<file path="config.mk">
export PLATFORM = sky130hd
export DESIGN_NAME = smi_event_aggregator
export DESIGN_NICKNAME = d
export VERILOG_FILES = /design/src/rtl/smi_event_aggregator.v /design/src/rtl/pin_sync.v /design/src/rtl/sticky_bits.v
export VERILOG_INCLUDE_DIRS = /design/src /design/src/common
export SDC_FILE = /design/constraint.sdc
export NUM_CORES = 1
export LEC_CHECK = 0
export ABC_AREA = 1
export BUFFER_PORTS_ARGS = -buffer_cell sky130_fd_sc_hd__clkbuf_2
export CORE_ASPECT_RATIO = 1.4
export CORE_UTILIZATION = 57
export CTS_CLUSTER_DIAMETER = 200
export CTS_CLUSTER_SIZE = 8
export DETAILED_ROUTE_END_ITERATION = 16
export GPL_TIMING_DRIVEN = 0
export MAX_ROUTING_LAYER = met4
export PLACE_DENSITY = 0.81
export SETUP_SLACK_MARGIN = 0.15
export SYNTH_ARGS = -nofsm -noshare
export SYNTH_HDL_FRONTEND = slang
export SYNTH_SLANG_ARGS = --single-unit
</file>
<file path="constraint.sdc">
create_clock -name i_clock -period 2.21 [get_ports i_clock]
set_input_delay 0.663 -clock i_clock [delete_from_list [all_inputs] [get_ports i_clock]]
set_output_delay 0.663 -clock i_clock [all_outputs]
set_load 0.1 [all_outputs]
</file>
<file path="src/common/smi_defs.vh">
// constants for the system management interrupt aggregator
// assumes a 32-bit avalon-mm slave port with byte addresses
`ifndef SMI_DEFS_VH
`define SMI_DEFS_VH

// register indices; byte address is four times the index
`define IDX_ENABLE_1 8'hB4
`define IDX_ENABLE_2 8'hB5
`define IDX_STATUS_1 8'hB6
`define IDX_STATUS_2 8'hB7
`define IDX_AUX_RSVD 8'hB8
`define IDX_EVENT 8'hB9
`define IDX_EVENT_MASK 8'hBA

// reset values
`define RST_ENABLE 8'h00
`define RST_AUX 8'h00
`define RST_MASK 16'h0000

// first enable and status layout
`define BIT_PARALLEL 1
`define BIT_UART_B 2
`define BIT_UART_A 3
`define BIT_FLOPPY 4
`define BIT_WATCHDOG 7
// second enable and status layout
`define BIT_MOUSE 0
`define BIT_KEYBOARD 1
`define BIT_INFRARED 2
`define BIT_KBC_LINE 4
`define BIT_SERIAL_FWD 6

// implemented bits of each layout
`define MASK_GROUP_1 8'h9E
`define MASK_GROUP_2 8'h17
`define MASK_ENABLE_2 8'h57

`endif

</file>
<file path="src/rtl/smi_event_aggregator.v">
// system management interrupt aggregator with avalon-mm registers
// assumes unit requests are synchronous to i_clock, active high,
// and the two infrared receive pins are asynchronous
//
// Our own choice: the Avalon-MM register port.
`timescale 1ns/1ps
`include "smi_defs.vh"
module smi_event_aggregator (
  input wire i_clock,                   // 50 mhz system clock
  input wire i_rstn,                    // synchronous reset, active low
  input wire [9:0] i_avs_address,       // byte address
  input wire i_avs_read,                // read request
  input wire i_avs_write,               // write request
  input wire [31:0] i_avs_writedata,    // write data
  input wire [3:0] i_avs_byteenable,    // byte lanes
  output reg [31:0] o_avs_readdata,     // read data
  output reg o_avs_waitrequest,         // stall, low on completion
  input wire i_parallel_req,            // parallel port request
  input wire i_uart_b_req,              // second uart request
  input wire i_uart_a_req,              // first uart request
  input wire i_floppy_req,              // floppy controller request
  input wire i_watchdog_req,            // watchdog request
  input wire i_mouse_req,               // mouse request
  input wire i_keyboard_req,            // keyboard request
  input wire i_kbc_port_line,           // keyboard controller line
  input wire i_ir_rx_primary,           // infrared receive pin a
  input wire i_ir_rx_alternate,         // infrared receive pin b
  input wire i_ir_rx_select,            // 1 selects pin b
  output reg o_group_sysmgmt_irq_n,     // group request, active low
  output reg o_serial_irq_smi_req,      // request for serial irq frame
  output reg o_irq                      // event interrupt, active high
);

  // byte addresses built from the register indices
  localparam [9:0] ADDR_ENABLE_1 = {`IDX_ENABLE_1, 2'b00};
  localparam [9:0] ADDR_ENABLE_2 = {`IDX_ENABLE_2, 2'b00};
  localparam [9:0] ADDR_STATUS_1 = {`IDX_STATUS_1, 2'b00};
  localparam [9:0] ADDR_STATUS_2 = {`IDX_STATUS_2, 2'b00};
  localparam [9:0] ADDR_AUX_RSVD = {`IDX_AUX_RSVD, 2'b00};
  localparam [9:0] ADDR_EVENT = {`IDX_EVENT, 2'b00};
  localparam [9:0] ADDR_EVENT_MASK = {`IDX_EVENT_MASK, 2'b00};

  // register map by index, byte address is index * 4
  //   b4 enable 1: unit gates at bits 1 to 4 and 7
  //   b5 enable 2: mouse, keyboard, infrared, port line, serial forward
  //   b6 status 1: unit request mirrors, writes ignored
  //   b7 status 2: mirrors plus infrared flag, flag cleared by read
  //   b8 aux: plain storage with no function
  //   b9 events: one bit per status bit rise, write one to clear
  //   ba event mask: a one lets that event reach o_irq

  // software registers
  reg [7:0] enable_1_reg;
  reg [7:0] enable_2_reg;
  reg [7:0] aux_reg;
  reg [15:0] event_mask_reg;

  // mirrored unit requests
  reg parallel_req_flag;
  reg uart_b_req_flag;
  reg uart_a_req_flag;
  reg floppy_req_flag;
  reg watchdog_req_flag;
  reg mouse_req_flag;
  reg keyboard_req_flag;
  reg kbc_port_line_flag;
  wire infrared_activity_flag;

  // previous status snapshot for event edges
  reg [7:0] status_1_prev_reg;
  reg [7:0] status_2_prev_reg;
  reg ir_level_prev_reg;

  // bus handshake state
  reg [31:0] readdata_next;
  wire bus_req;
  wire bus_done;
  wire write_done;
  wire read_done;
  wire lane0;
  wire lane1;

  // address decode, one select per register except status 1
  wire sel_enable_1;
  wire sel_enable_2;
  wire sel_status_2;
  wire sel_aux;
  wire sel_event;
  wire sel_event_mask;

  // assembled status views
  wire [7:0] status_1;
  wire [7:0] status_2;
  wire [15:0] event_flags;
  wire [15:0] event_set;
  wire [15:0] event_clear;

  // infrared path
  wire [1:0] ir_pins_sync;
  wire ir_level;
  wire ir_edge;
  wire ir_clear;

  // group request terms
  wire [7:0] group_terms_1;
  wire [7:0] group_terms_2;
  wire group_active;

  // the request is accepted on the edge after the stall cycle
  assign bus_req = i_avs_read | i_avs_write;
  assign bus_done = bus_req & ~o_avs_waitrequest;
  assign write_done = bus_done & i_avs_write;
  assign read_done = bus_done & i_avs_read;
  assign lane0 = i_avs_byteenable[0];
  assign lane1 = i_avs_byteenable[1];

  // full address compare; the two low bits must be zero to hit
  assign sel_enable_1 = (i_avs_address == ADDR_ENABLE_1);
  assign sel_enable_2 = (i_avs_address == ADDR_ENABLE_2);
  assign sel_status_2 = (i_avs_address == ADDR_STATUS_2);
  assign sel_aux = (i_avs_address == ADDR_AUX_RSVD);
  assign sel_event = (i_avs_address == ADDR_EVENT);
  assign sel_event_mask = (i_avs_address == ADDR_EVENT_MASK);

  // one stall cycle per access, then waitrequest drops for one edge;
  // a request still held after its completing edge counts as a new
  // access and is answered again after one more stall
  always @(posedge i_clock) begin
    if (!i_rstn) begin
      o_avs_waitrequest <= 1'b1;
    end else begin
      o_avs_waitrequest <= ~(bus_req & o_avs_waitrequest);
    end
  end

  // mirror the unit requests; they clear only at their source
  always @(posedge i_clock) begin
    if (!i_rstn) begin
      parallel_req_flag <= 1'b0;
      uart_b_req_flag <= 1'b0;
      uart_a_req_flag <= 1'b0;
      floppy_req_flag <= 1'b0;
      watchdog_req_flag <= 1'b0;
    end else begin
      parallel_req_flag <= i_parallel_req;
      uart_b_req_flag <= i_uart_b_req;
      uart_a_req_flag <= i_uart_a_req;
      floppy_req_flag <= i_floppy_req;
      watchdog_req_flag <= i_watchdog_req;
    end
  end

  // second group mirrors; only the infrared flag is read-cleared
  always @(posedge i_clock) begin
    if (!i_rstn) begin
      mouse_req_flag <= 1'b0;
      keyboard_req_flag <= 1'b0;
      kbc_port_line_flag <= 1'b0;
    end else begin
      mouse_req_flag <= i_mouse_req;
      keyboard_req_flag <= i_keyboard_req;
      kbc_port_line_flag <= i_kbc_port_line;
    end
  end

  // both receive pins are synchronised before the selector
  pin_sync #(
    .WIDTH(2)
  ) u_ir_sync (
    .i_clock(i_clock),
    .i_rstn(i_rstn),
    .i_async({i_ir_rx_alternate, i_ir_rx_primary}),
    .o_sync(ir_pins_sync)
  );

  // edge taken after the pin selector; a select change may count.
  // reset leaves the history low, so a pin that idles high gives one
  // spurious edge once reset is released
  assign ir_level = i_ir_rx_select ? ir_pins_sync[1] : ir_pins_sync[0];
  assign ir_edge = ir_level ^ ir_level_prev_reg;

  always @(posedge i_clock) begin
    if (!i_rstn) begin
      ir_level_prev_reg <= 1'b0;
    end else begin
      ir_level_prev_reg <= ir_level;
    end
  end

  // clear only what the host actually saw, so late edges survive
  assign ir_clear = read_done &
                    sel_status_2 &
                    o_avs_readdata[`BIT_INFRARED];

  // one sticky bit holds the infrared activity
  sticky_bits #(
    .WIDTH(1)
  ) u_ir_flag (
    .i_clock(i_clock),
    .i_rstn(i_rstn),
    .i_set(ir_edge),
    .i_clear(ir_clear),
    .o_flags(infrared_activity_flag)
  );

  // status register 1 layout, unused bits zero
  assign status_1 = {watchdog_req_flag, 2'b00, floppy_req_flag,
                     uart_a_req_flag, uart_b_req_flag,
                     parallel_req_flag, 1'b0};

  // status register 2 layout, unused bits zero
  assign status_2 = {3'b000, kbc_port_line_flag, 1'b0,
                     infrared_activity_flag, keyboard_req_flag,
                     mouse_req_flag};

  // each source is passed only through its own enable bit
  assign group_terms_1 = status_1 & enable_1_reg &
                         `MASK_GROUP_1;
  assign group_terms_2 = status_2 & enable_2_reg &
                         `MASK_GROUP_2;
  assign group_active = |{group_terms_1, group_terms_2};

  // group output and serial irq forward, both registered
  // so the pins cannot glitch while enables change
  always @(posedge i_clock) begin
    if (!i_rstn) begin
      o_group_sysmgmt_irq_n <= 1'b1;
      o_serial_irq_smi_req <= 1'b0;
    end else begin
      o_group_sysmgmt_irq_n <= ~group_active;
      o_serial_irq_smi_req <= group_active &
                              enable_2_reg[`BIT_SERIAL_FWD];
    end
  end

  // software enables; status registers ignore writes
  // reserved enable bits are masked so they always read zero
  always @(posedge i_clock) begin
    if (!i_rstn) begin
      enable_1_reg <= `RST_ENABLE;
      enable_2_reg <= `RST_ENABLE;
      aux_reg <= `RST_AUX;
      event_mask_reg <= `RST_MASK;
    end else if (write_done) begin
      if (lane0 && sel_enable_1) begin
        enable_1_reg <= i_avs_writedata[7:0] & `MASK_GROUP_1;
      end
      if (lane0 && sel_enable_2) begin
        enable_2_reg <= i_avs_writedata[7:0] & `MASK_ENABLE_2;
      end
      if (lane0 && sel_aux) begin
        aux_reg <= i_avs_writedata[7:0];
      end
      if (sel_event_mask) begin
        if (lane0) begin
          event_mask_reg[7:0] <= i_avs_writedata[7:0];
        end
        if (lane1) begin
          event_mask_reg[15:8] <= i_avs_writedata[15:8];
        end
      end
    end
  end

  // previous status for rising-edge events
  always @(posedge i_clock) begin
    if (!i_rstn) begin
      status_1_prev_reg <= 8'h00;
      status_2_prev_reg <= 8'h00;
    end else begin
      status_1_prev_reg <= status_1;
      status_2_prev_reg <= status_2;
    end
  end

  // a new request on any source raises its event bit;
  // a request already high at reset release still counts as new
  assign event_set = {status_2 & ~status_2_prev_reg,
                      status_1 & ~status_1_prev_reg};

  // write one to clear, per byte lane
  assign event_clear = (write_done && sel_event) ?
                       (i_avs_writedata[15:0] &
                        {{8{lane1}}, {8{lane0}}}) : 16'h0000;

  // an event landing on its own clear survives, set wins
  sticky_bits #(
    .WIDTH(16)
  ) u_events (
    .i_clock(i_clock),
    .i_rstn(i_rstn),
    .i_set(event_set),
    .i_clear(event_clear),
    .o_flags(event_flags)
  );

  // level interrupt from unmasked events
  // stays high until software clears the event or masks it
  always @(posedge i_clock) begin
    if (!i_rstn) begin
      o_irq <= 1'b0;
    end else begin
      o_irq <= |(event_flags & event_mask_reg);
    end
  end

  // read mux; unmapped addresses read zero
  // reserved bits of the enable, status and event registers read zero as well; aux and event mask keep every written bit
  always @* begin
    readdata_next = 32'h00000000;
    case (i_avs_address)
      ADDR_ENABLE_1: readdata_next[7:0] = enable_1_reg;
      ADDR_ENABLE_2: readdata_next[7:0] = enable_2_reg;
      ADDR_STATUS_1: readdata_next[7:0] = status_1;
      ADDR_STATUS_2: readdata_next[7:0] = status_2;
      ADDR_AUX_RSVD: readdata_next[7:0] = aux_reg;
      ADDR_EVENT: readdata_next[15:0] = event_flags;
      ADDR_EVENT_MASK: readdata_next[15:0] = event_mask_reg;
      default: readdata_next = 32'h00000000;
    endcase
  end

  // data captured in the stall cycle, valid at the completing edge
  // and held until the next read, so a slow master still sees it
  always @(posedge i_clock) begin
    if (!i_rstn) begin
      o_avs_readdata <= 32'h00000000;
    end else if (i_avs_read && o_avs_waitrequest) begin
      o_avs_readdata <= readdata_next;
    end
  end

endmodule

</file>
<file path="src/rtl/pin_sync.v">
// two flip-flop synchroniser for a group of asynchronous pins
// assumes the pins are quasi-static relative to i_clock edges
`timescale 1ns/1ps
module pin_sync #(
  parameter WIDTH = 1
) (
  input wire i_clock,               // system clock
  input wire i_rstn,                // synchronous reset, active low
  input wire [WIDTH-1:0] i_async,   // raw pin levels
  output reg [WIDTH-1:0] o_sync     // synchronised levels
);

  reg [WIDTH-1:0] meta_reg;

  // first stage feeds only the second stage
  always @(posedge i_clock) begin
    if (!i_rstn) begin
      meta_reg <= {WIDTH{1'b0}};
      o_sync <= {WIDTH{1'b0}};
    end else begin
      meta_reg <= i_async;
      o_sync <= meta_reg;
    end
  end

endmodule

</file>
<file path="src/rtl/sticky_bits.v">
// vector of sticky flags with independent set and clear per bit
// assumes set and clear come from logic on the same clock
`timescale 1ns/1ps
module sticky_bits #(
  parameter WIDTH = 1
) (
  input wire i_clock,               // system clock
  input wire i_rstn,                // synchronous reset, active low
  input wire [WIDTH-1:0] i_set,     // one-cycle set pulses
  input wire [WIDTH-1:0] i_clear,   // one-cycle clear pulses
  output reg [WIDTH-1:0] o_flags    // held flags
);

  // set beats clear so an event landing on a clear is kept
  always @(posedge i_clock) begin
    if (!i_rstn) begin
      o_flags <= {WIDTH{1'b0}};
    end else begin
      o_flags <= (o_flags & ~i_clear) | i_set;
    end
  end

endmodule

</file>
# --- Yosys cells after proc, flatten, opt, wreduce, memory -nomap -nowiden ---
# Cells that the tools add are included.
word_totals:
  regBits: 100
  input_bits: 61
  output_inout_bits: 36
  elab_cells: 76
classes:
  n_eq_ne: 7
  n_mux: 4
  n_bitwise: 26
  n_reduce_logical: 12
ops:
  columns: ["operator", "count"]
  rows:
  - ["10-bit == test (second input constant)", 7]
  - ["8-bit case mux with 7 select lines", 1]
  - ["16-bit bitwise AND", 3]
  - ["8-bit bitwise AND", 2]
  - ["16-bit two-way mux", 1]
  - ["16-bit NOT", 1]
  - ["8-bit NOT", 2]
  - ["16-bit bitwise OR", 1]
  - ["8-bit case mux with 2 select lines", 1]
  - ["16-bit OR reduction", 1]
  - ["9-bit OR reduction", 1]
  - ["1-bit bitwise AND", 8]
  - ["5-bit by 8-bit bitwise AND with 8-bit output", 1]
  - ["2-bit AND reduction", 3]
  - ["3-bit AND reduction", 2]
  - ["5-bit bitwise AND", 1]
  - ["1-bit logical AND", 5]
  - ["1-bit NOT", 4]
  - ["1-bit bitwise OR", 2]
  - ["1-bit two-way mux", 1]
  - ["1-bit XOR", 1]

# --- Longest topological paths before layout ---
# Gate-level depths: netlist of run 1.
depth:
  depth_word: 8
  ltp_mapped: 11

# --- Hierarchy ---
# A second synthesis of run 1 with hierarchy kept.
unflattened:
  cells_unflattened: 607
  area_unflattened_um2: 4398.0
modules_own_cells:
  columns: ["module", "n_inst", "cells_each", "area_per_inst_um2", "seq_area_each_um2"]
  rows:
  - ["smi_event_aggregator", 1, 507, 3611.0, 1441.4]
  - ["sticky_bits (u_events)", 1, 82, 633.1, 320.3]
  - ["pin_sync", 1, 12, 110.1, 80.1]
  - ["sticky_bits (u_ir_flag)", 1, 6, 43.8, 20.0]

# --- Least setup slack after synthesis of run 1 ---
# No wires, ideal clock.
synth_path:
  path_kind: "register to register"
  start: "register o_avs_waitrequest"
  end: "register o_avs_readdata[12]"
  setup_ns: 0.118
  t_arrival_ns: 1.910
  required_ns: 2.092
  setup_slack_ns: 0.182
  stages_incl_launch_ff: 7
  path_buffers: 1
  path_cell_list: "dfxtp_1 -> nand2_1 -> inv_1 -> buf_2 -> nand3_1 -> o211ai_1 -> inv_1"
synth_via:
  elab_chain_len: 1
synth_lines:
  columns: ["element", "line_no", "rtl"]
  rows:
  - ["start, declared", "smi_event_aggregator.v:17", "output reg o_avs_waitrequest,"]
  - ["start signal, assigned", "smi_event_aggregator.v:132", "o_avs_waitrequest <= ~(bus_req & o_avs_waitrequest);"]
  - ["1-bit logical AND", "smi_event_aggregator.v:328", "end else if (i_avs_read && o_avs_waitrequest) begin"]
  - ["end signal, assigned", "smi_event_aggregator.v:329", "o_avs_readdata <= readdata_next;"]
  - ["end, declared", "smi_event_aggregator.v:16", "output reg [31:0] o_avs_readdata,"]
# No other way between the ends.
# A chain may end at the register's enable or synchronous reset.

# --- Final worst setup path of run 1 ---
layout_path:
  start: "register o_avs_readdata[2]"
  end: "output port o_avs_readdata[2]"
# No word-level cell between the ends.

==> results.cfg, run 1 <==
[status]
status = finished clean

[clocking]
clockBufferDepth = 2
cts.sinks = 93
cts_root_buffer = clkbuf_8
clk_pin_slew_ns = 0.09
cts.hold.buffers_added = 0
tritoncts = built
cts_resized = 0
cts_inserted_buffers = 9
h-tree-depth = 3
postCtsSetupBuffers = 0
clk_latency_ns = 0.36

[layout]
fillers = 638
finalNetCount = 685
areaGrowthSynthToFinish_pct = 15.9
fin_util_pct = 68.4
n_antenna_cell = 0
drive_above_1_share_pct = 21.3

[timing]
max_freq_ghz = 0.519
setup_tns_ns = 0
tightest_slew_ns = 0.687
fin_crit_sh_pct = 87.2
final-setup-viol-count = 0
relSlewSlack_pct = 54.2
hold_ws_ns = 0.411
hold_viol = 0
slew_violations = 0
skew_ns = 0.00990
min_period_ns = 1.93
rsz0062_at_grt = no

[die]
core_mm2 = 0.00694
boundaryPins = 97
rows = 36
initial_core_util_pct = 59.0
die_area_mm2 = 0.00753
dieHeight_um = 102
dieWidth_um = 73.6

[worst_setup_path]
crit_required_ns = 1.55
critical_path.top_delay_family = buffers and inverters
path_cells = clkbuf_2
path_max_fanout = 3
cp_slowest_stage_delay_ns = 0.49
critPathBufInv = 1
cp_slowest_cell = clkbuf_2
critPathKind = reg -> out
end_kind = primary output
cp_data_arrival_time_ns = 1.26
start_kind = flop

[route]
routedWlPerCell_um = 15.2
routed_wl_mm = 11.0
drtPass1Iterations = 5
ant_nets = 0
drcViolationCount = 0
vias_per_cell = 5.33
vias = 3860
drt_iter0_drc = 266

[global_routing]
grt_first_pass_wirelength_mm = 17.5
track_usage_pct = 32.7
overflow = 0
grt_antenna_before_repair = 0
grt_pass1_vias = 3719
grt_max_degree = 15

[pwr]
p_leak_uw = 0.00232
ir_drop_mv = 0.613
power.density_mw_per_mm2 = 676

[logic_synthesis]
synthDistinctLibCells = 34
synth_edf_count = 0
synth_seq_area_share_pct = 45.5
ys.flop_type = dfxtp_1
syn_inst = 537
synthArstFlopShare_pct = 0
synth_warnings = 0
synth_seq_cells = 93
post_synth.cell_area_avg_um2 = 7.62
synth_area_mm2 = 0.00409

[hold_path]
hold_class = reg -> reg

[flow_run]
cap_viol_max_count = 0

[place]
hpwl_mm = 8.45
portBuffers = 61
place.gp.congestion = 0.978
[synthesized netlist by cell type, types with 2 or more instances]
cell      instances  share of area, %
nand3_1          25               3.1
o211ai_1          7               1.3
nand2_2           7               1.1
buf_4            17               3.1
o21ai_2           5               1.1
o22ai_1           7               1.1
o221ai_1          4              0.86
dfxtp_1          93                45
buf_1             3              0.28
nor2_4            6               1.7
inv_1            76               7.0
a221oi_1          3              0.64
nor2_2            2              0.31
o21ai_0          36               4.4
buf_6             5               1.4
clkbuf_1          7              0.64
a211oi_1          5              0.92
nand3_2           3              0.73
clkinv_2          3              0.37
nand2_1         101               9.3
inv_2             3              0.28
nor2_1           35               3.2
a21oi_1          37               4.5
buf_2             6              0.73
nand4_1          26               4.0
o21ai_1           7              0.86
[metal layers]
| metal | wire (um) | track usage (%) | up-vias | part of all wire, % |
|---|---|---|---|---|
| li1 | - | - | 1900 | - |
| met1 | 4150 | 32.7 | 1769 | 38 |
| met2 | 5720 | 57.0 | 149 | 52 |
| met3 | 582 | 5.42 | 42 | 5.3 |
| met4 | 554 | 22.6 | 0 | 5.0 |
| met5 | 0 | - | - | 0 |
[placed cells by master (no fill, tap or decap), types with 2 or more instances in the layout]
cell type and instances:
o22ai_1 7, nor2_4 6, buf_1 3, nand3_1 25, dfxtp_1 93, inv_2 3, a211oi_1 5, o21ai_0 36
nand2_1 101, buf_4 17, nand4_1 26, o211ai_1 7, nand3_2 3, buf_2 6, nor2_2 2, inv_1 76
a221oi_1 3, nand2_2 7, o21ai_2 5, conb_1 16, buf_6 5, a21oi_1 37, clkinv_2 6, clkbuf_1 9
clkbuf_2 61, clkbuf_8 10, nor2_1 35, o21ai_1 7, o221ai_1 4
[worst paths after layout]
path / start / cells after the start / slack [ns] / to
worst min register to register: status_2_prev_reg[1]$_SDFF_PN0_ / 1 / 0.41 / u_events.o_flags[9]$_SDFF_PN0_
worst max-delay path: o_avs_readdata[2]$_SDFFE_PN0P_ / 1 / 0.28 / o_avs_readdata[2]
worst min-delay path: status_2_prev_reg[1]$_SDFF_PN0_ / 1 / 0.41 / u_events.o_flags[9]$_SDFF_PN0_
worst max register to register: o_avs_waitrequest$_SDFF_PN1_ / 6 / 0.64 / o_avs_readdata[8]$_SDFFE_PN0P_
[layout make-up]
cell class / count / area [um^2] / share of cell area [%]
sequential: 93 / 1860 / 39.3
clock inverter: 4 / 23.8 / 0.501
tap: 95 / 119 / 2.51
clock buffer: 12 / 145 / 3.06
timing repair buffer: 61 / 305 / 6.44
buffer: 38 / 251 / 5.30
multi-input combinational: 339 / 1720 / 36.4
inverter: 82 / 312 / 6.57
[cell families after synthesis]
logic type | count (synthesis) | share of synthesized area (%)
multiplexers | 1 | 0.245
XOR/XNOR | 1 | 0.214
buffers and inverters | 120 | 13.8
AO/OA/AOI/OAI | 112 | 15.8
AND/OR/NAND/NOR | 209 | 24.4
flip-flops | 93 | 45.5
other | 1 | 0.0916
[per-stage QoR]
stage	area [um^2]	cells	worst slack (ns)	total power, uW
floorplan	4150	552	0.182	2130
global placement	4570	708	0.0442	2230
detailed placement	4570	708	-0.0155	2240
CTS	4740	724	0.291	3210
global route	4740	724	0.219	3340
finish	4740	724	0.283	3210
[report_power, final]
part	total (uW)	switching [uW]	internal [uW]
logic	455	354	101
registers	1750	31.9	1720
clock network	999	562	437
Power figures use the tool's default switching activity.
==> inputs of run 2 (changes only) <==
--- a/config.mk
+++ b/config.mk
@@ -8,7 +8,7 @@
 export LEC_CHECK = 0
 export ABC_AREA = 1
 export BUFFER_PORTS_ARGS = -buffer_cell sky130_fd_sc_hd__clkbuf_2
-export CORE_ASPECT_RATIO = 1.4
+export CORE_ASPECT_RATIO = 0.5
 export CORE_UTILIZATION = 57
 export CTS_CLUSTER_DIAMETER = 200
 export CTS_CLUSTER_SIZE = 8
==> run 2 against run 1 <==
Clock skew decreased by 0.0034 ns. Via count shrank 0.23%. Maximum frequency rose by 2.1%. Final area rose by 2.3%. Global-route usage is 2.2 points lower. Total power increased by 15%. Core utilization is 2.9 points higher. Clock power is 48% higher. Critical path depth increased by 8. Non-clock buffer count unchanged. Sequential power barely moved. Combinational power about the same. Critical path type is now in -> reg. Largest cell class unchanged.
==> results.cfg, run 2 (same netlist as run 1, synthesis figures left out) <==
[status]
status = finished clean

[layout]
layout_common_cells = nand2_1 (101), dfxtp_1 (93), inv_1 (76)
finalNetCount = 685
drive_above_1_share_pct = 21.2
fin_util_pct = 71.3
areaGrowthSynthToFinish_pct = 18.6
n_antenna_cell = 0
mostFrequentLayoutCell = nand2_1

[route]
drt_iter0_drc = 374
vias = 3851
drcViolationCount = 0
ant_nets = 0
routedWlPerCell_um = 14.5
routed_wl_mm = 10.4
vias_per_cell = 5.35
drtPass1Iterations = 5

[place]
place.gp.congestion = 0.923
portBuffers = 61
hpwl_mm = 7.68
place_ws_ns = 0.0256

[pwr]
pwr-share-clk_pct = 40.1
pwr-share-comb_pct = 12.3
switchingPower_uw = 992
swShare_pct = 26.9
intPower_uw = 2690
ir_drop_mv = 0.499
p_leak_uw = 0.00237
power.density_mw_per_mm2 = 759
p_seq_share_pct = 47.6

[timing]
setup_tns_ns = 0
slew_violations = 0
hold_ws_ns = 0.418
setup_ws_ns = 0.324
tightest_slew_ns = 0.654
fin_crit_sh_pct = 85.4
skew_ns = 0.00654
relSlewSlack_pct = 56.4
rsz0062_at_grt = no
max_freq_ghz = 0.530
min_period_ns = 1.89
hold_viol = 0
final-setup-viol-count = 0

[worst_setup_path]
cp_data_arrival_time_ns = 2.08
path_max_fanout = 10
end_kind = flop
start_kind = input port
critPathKind = in -> reg
crit_required_ns = 2.41

[clocking]
clockBufferDepth = 2
clk_latency_ns = 0.34
postCtsSetupBuffers = 0
h-tree-depth = 3
cts_inserted_buffers = 9
clk_pin_slew_ns = 0.06
cts_resized = 0
cts.sinks = 93
tritoncts = built
cts.hold.buffers_added = 0
cts_root_buffer = clkbuf_16

[hold_path]
hold_class = reg -> reg

[die]
core_mm2 = 0.00681
boundaryPins = 97
initial_core_util_pct = 60.1
die_area_mm2 = 0.00754
dieHeight_um = 61.9
dieWidth_um = 122
rows = 21

[global_routing]
grt_antenna_before_repair = 0
grt_max_degree = 15
grt_pass1_vias = 3365
grt_first_pass_wirelength_mm = 16.4
track_usage_pct = 30.5
overflow = 0

[flow_run]
cap_viol_max_count = 0
-- run 2: cell types whose count changed in the layout (fill, tap and decap cells not counted), sizes merged --
cell | before | now
clkbuf | 80 | 79
clkinvlp | 0 | 2
clkinv | 7 | 4
bufinv | 0 | 1
-- run 2: final timing paths --
| kind | startpoint | to | slack (ns) | depth (start not counted) |
|---|---|---|---|---|
| worst max-delay path | i_avs_address[3] | u_events.o_flags[4]$_SDFF_PN0_ | 0.32 | 9 |
| worst min-delay path | status_2_prev_reg[1]$_SDFF_PN0_ | u_events.o_flags[9]$_SDFF_PN0_ | 0.42 | 1 |
| worst max register to register | o_avs_waitrequest$_SDFF_PN1_ | o_avs_readdata[12]$_SDFFE_PN0P_ | 0.69 | 6 |
| worst min register to register | status_2_prev_reg[1]$_SDFF_PN0_ | u_events.o_flags[9]$_SDFF_PN0_ | 0.42 | 1 |
-- run 2: metrics by stage --
stage / area [um^2] / total power [uW] / std cells
4_1_cts: 4850 / 3700 / 720
6_report: 4850 / 3680 / 720
5_1_grt: 4850 / 3820 / 720
3_3_place_gp: 4570 / 2230 / 705
2_1_floorplan: 4150 / 2130 / 552
3_5_place_dp: 4570 / 2240 / 705
-- run 2: layer usage --
metal	global-route usage, %	part of all wire [%]	up-vias
li1	-	-	1901
met1	38.7	46	1752
met2	48.5	44	173
met3	6.84	8.2	25
met4	11.1	1.6	0
met5	-	0	-
-- run 2: power groups by stage --
stage	Combinational, uW	Clock, uW	Sequential (uW)
after floorplan	268	0	1860
after global placement	444	0	1790
after detailed placement	448	0	1790
after CTS	450	1500	1750
after global routing	486	1580	1760
final	452	1480	1760
-- run 2: worst max-delay path, stage by stage --
cell and delay [ns]:
clkbuf_2 0.11, inv_1 0.05, nand2_1 0.07, nor2_4 0.26, nand3_2 0.24, clkinv_2 0.22, nand2_2 0.15, o21ai_0 0.22
o22ai_1 0.09
-- run 2: layout make-up --
cell class	count	area (um^2)
plain buffers	38	251
clock buffers	11	233
clock inverters	4	50.0
fillers	597	1950
inverters	82	312
multi-input cells	339	1720
flip-flops and latches	93	1860
well taps	92	115
repair buffers	61	305
==> inputs of run 3 (changes only) <==
--- a/config.mk
+++ b/config.mk
@@ -6,10 +6,12 @@
 export SDC_FILE = /design/constraint.sdc
 export NUM_CORES = 1
 export LEC_CHECK = 0
-export ABC_AREA = 1
+export ABC_AREA = 0
 export BUFFER_PORTS_ARGS = -buffer_cell sky130_fd_sc_hd__clkbuf_2
+export CELL_PAD_IN_SITES_DETAIL_PLACEMENT = 0
+export CELL_PAD_IN_SITES_GLOBAL_PLACEMENT = 1
 export CORE_ASPECT_RATIO = 0.5
-export CORE_UTILIZATION = 57
+export CORE_UTILIZATION = 43
 export CTS_CLUSTER_DIAMETER = 200
 export CTS_CLUSTER_SIZE = 8
 export DETAILED_ROUTE_END_ITERATION = 16
==> run 3 against run 2 <==
The flow now finishes with violations (DRC). Sequential share of layout area shrank 1.6 points. Flip-flop and latch count stayed put. Via count decreased by 12%. Combinational power shrank 14%. Final area is 4.3% higher. Final cell count fell by 13%. Die area increased by 30%. Routed wire length grew 8.2%. Maximum frequency decreased by 5.5%. Critical path type unchanged. Largest power group unchanged.
==> results.cfg, run 3 <==
[pwr]
swShare_pct = 25.4
pwr-share-comb_pct = 10.3
power.density_mw_per_mm2 = 745
pwr-share-clk_pct = 43.6
ir_drop_mv = 0.372
intPower_uw = 2820
p_leak_uw = 0.00197
p_seq_share_pct = 46.2
switchingPower_uw = 957

[die]
initial_core_util_pct = 45.3
die_area_mm2 = 0.00981
dieHeight_um = 70.6
boundaryPins = 97
rows = 24
dieWidth_um = 139
core_mm2 = 0.00892

[route]
vias_per_cell = 5.37
ant_nets = 0
routed_wl_mm = 11.3
vias = 3380
drtPass1Iterations = 13
drcViolationCount = 9
drt_iter0_drc = 283
routedWlPerCell_um = 18.0

[timing]
max_freq_ghz = 0.501
final-setup-viol-count = 0
rsz0062_at_grt = yes
min_period_ns = 2.00
tightest_slew_ns = 0.839
setup_ws_ns = 0.214
slew_violations = 0
setup_tns_ns = 0
hold_viol = 0
skew_ns = 0.00763
relSlewSlack_pct = 43.9
fin_crit_sh_pct = 90.3

[layout]
drive_above_1_share_pct = 24.8
layout_common_cells = dfxtp_1 (93), clkbuf_2 (62), nor2_1 (46)
n_antenna_cell = 0
areaGrowthSynthToFinish_pct = 25.3
fillers = 835
finalNetCount = 568
multi_input_comb_area_mm2 = 0.00207
mostFrequentLayoutCell = dfxtp_1
seqCellArea_mm2 = 0.00186

[flow_run]
cap_viol_max_count = 0

[worst_setup_path]
cp_slowest_cell = or4b_4
critPathKind = in -> reg
path_max_fanout = 8
start_kind = input port
cp.depth = 6
end_kind = flop
cp_slowest_stage_delay_ns = 0.60
critical_path.top_delay_family = simple AND/OR/NAND/NOR gates
crit_required_ns = 2.40
worstRegToRegCells = 5
cp_data_arrival_time_ns = 2.19
critPathBufInv = 2
path_cells = buf_8 -> or4b_4 -> nor4_4 -> buf_4 -> mux2i_1 -> nor2_1

[place]
hpwl_mm = 8.34
portBuffers = 59
place_ws_ns = -0.689
place.gp.congestion = 0.882

[clocking]
cts_root_buffer = clkbuf_16
clk_latency_ns = 0.34
h-tree-depth = 3
cts.sinks = 93
clockBufferDepth = 2
tritoncts = built
clk_pin_slew_ns = 0.06
cts_inserted_buffers = 9

[status]
violations = DRC
status = complete, but fails checks

[logic_synthesis]
synth_warnings = 0
synth-xor-area-share_pct = 0.217
synthDistinctLibCells = 47
synth_seq_area_share_pct = 46.1
synthMuxAreaShare_pct = 10.9
post_synth.cell_area_avg_um2 = 9.81
syn_inst = 412
synth_top_area_share_pct = 46.1
synthArstFlopShare_pct = 0
synth-compound-area-share_pct = 16.3
synth_seq_cells = 93
synthTopCellsByCount = dfxtp_1 (93), nor2_1 (47), mux2i_1 (43)
synthAdderAreaFrac_pct = 0
synth_edf_count = 0
synth_area_mm2 = 0.00404
synth_largest_area_cell = dfxtp_1
synth_top_family_by_area = simple AND/OR/NAND/NOR gates
synthSimpleGateAreaFrac_pct = 20.6
synth_area_leaders = dfxtp_1 (46%), mux2i_1 (11%), nor2_1 (4.4%)
ys.flop_type = dfxtp_1
synth.most_common_cell = dfxtp_1

[global_routing]
grt_first_pass_wirelength_mm = 17.6
grt_pass1_vias = 3138
track_usage_pct = 25.1
grt_max_degree = 16
grt_antenna_before_repair = 0
overflow = 0

[hold_path]
hold_class = reg -> reg
hold_depth = 1
run 3: cell types whose count changed after synthesis, sizes merged, moves of 12 or more:
cell	previous run	this run
nor2b	0	16
mux2i	1	43
and2	0	22
nand3	28	4
nor4	1	13
inv	79	3
o21ai	48	9
a22o	1	18
a22oi	0	15
nand2	109	14
a21oi	37	15
nand4	26	0
run 3: what timing repair did:
item | in CTS | in global routing
hold buffers | 0 | 0
resized for setup | 7 | 8
endpoints found under the setup margin | 51 | 35
cloned | 0 | 0
setup buffers | 9 | 1
pin swaps | 6 | 4
run 3: kinds of logic after synthesis:
logic type,Yosys count
xor+xnor,1
buf+inv,43
compound gates,90
other cells,1
flops,93
mux,44
simple gates,140
run 3: worst paths after layout:
kind | from | end | slack [ns]
min | u_ir_sync.meta_reg[0]$_SDFF_PN0_ | u_ir_sync.o_sync[0]$_SDFF_PN0_ | 0.43
min reg2reg | u_ir_sync.meta_reg[0]$_SDFF_PN0_ | u_ir_sync.o_sync[0]$_SDFF_PN0_ | 0.43
max | i_avs_address[1] | enable_2_reg[1]$_SDFFE_PN0P_ | 0.21
max reg2reg | o_avs_waitrequest$_SDFF_PN1_ | event_mask_reg[4]$_SDFFE_PN0P_ | 0.34
run 3: per-layer routing:
metal / track usage (%) / share of wire (%)
met4: 6.30 / 0.88
met1: 36.9 / 52
met3: 5.35 / 7.0
met2: 34.5 / 40
met5: - / 0
run 3: power groups by stage:
| stage | clock, uW | sequential (uW) | combinational (uW) |
|---|---|---|---|
| final | 1640 | 1740 | 387 |
| after global routing | 1730 | 1740 | 409 |
| after CTS | 1670 | 1740 | 383 |
| after detailed placement | 0 | 1780 | 377 |
| after global placement | 0 | 1780 | 374 |
| after floorplan | 0 | 1770 | 272 |
run 3: final cells by class:
class                   count  share of cell area [%]
multi-input cells         291                    40.9
flip-flops and latches     93                    36.8
well taps                 117                    2.89
plain buffers              40                    4.97
clock inverters             5                    1.66
inverters                   3                   0.222
clock buffers              11                    4.60
repair buffers             69                    7.96
run 3: stage by stage:
| step | cells | power [uW] | utilization (%) | hold slack [ns] | cell area (um^2) |
|---|---|---|---|---|---|
| after floorplan | 427 | 2040 | - | 0.412 | 4140 |
| after global placement | 603 | 2150 | 51.4 | 0.417 | 4580 |
| after detailed placement | 603 | 2160 | 51.5 | 0.420 | 4590 |
| after CTS | 628 | 3790 | 56.5 | 0.435 | 5040 |
| after global routing | 629 | 3880 | 56.8 | 0.442 | 5060 |
| final | 629 | 3770 | 56.8 | 0.432 | 5060 |
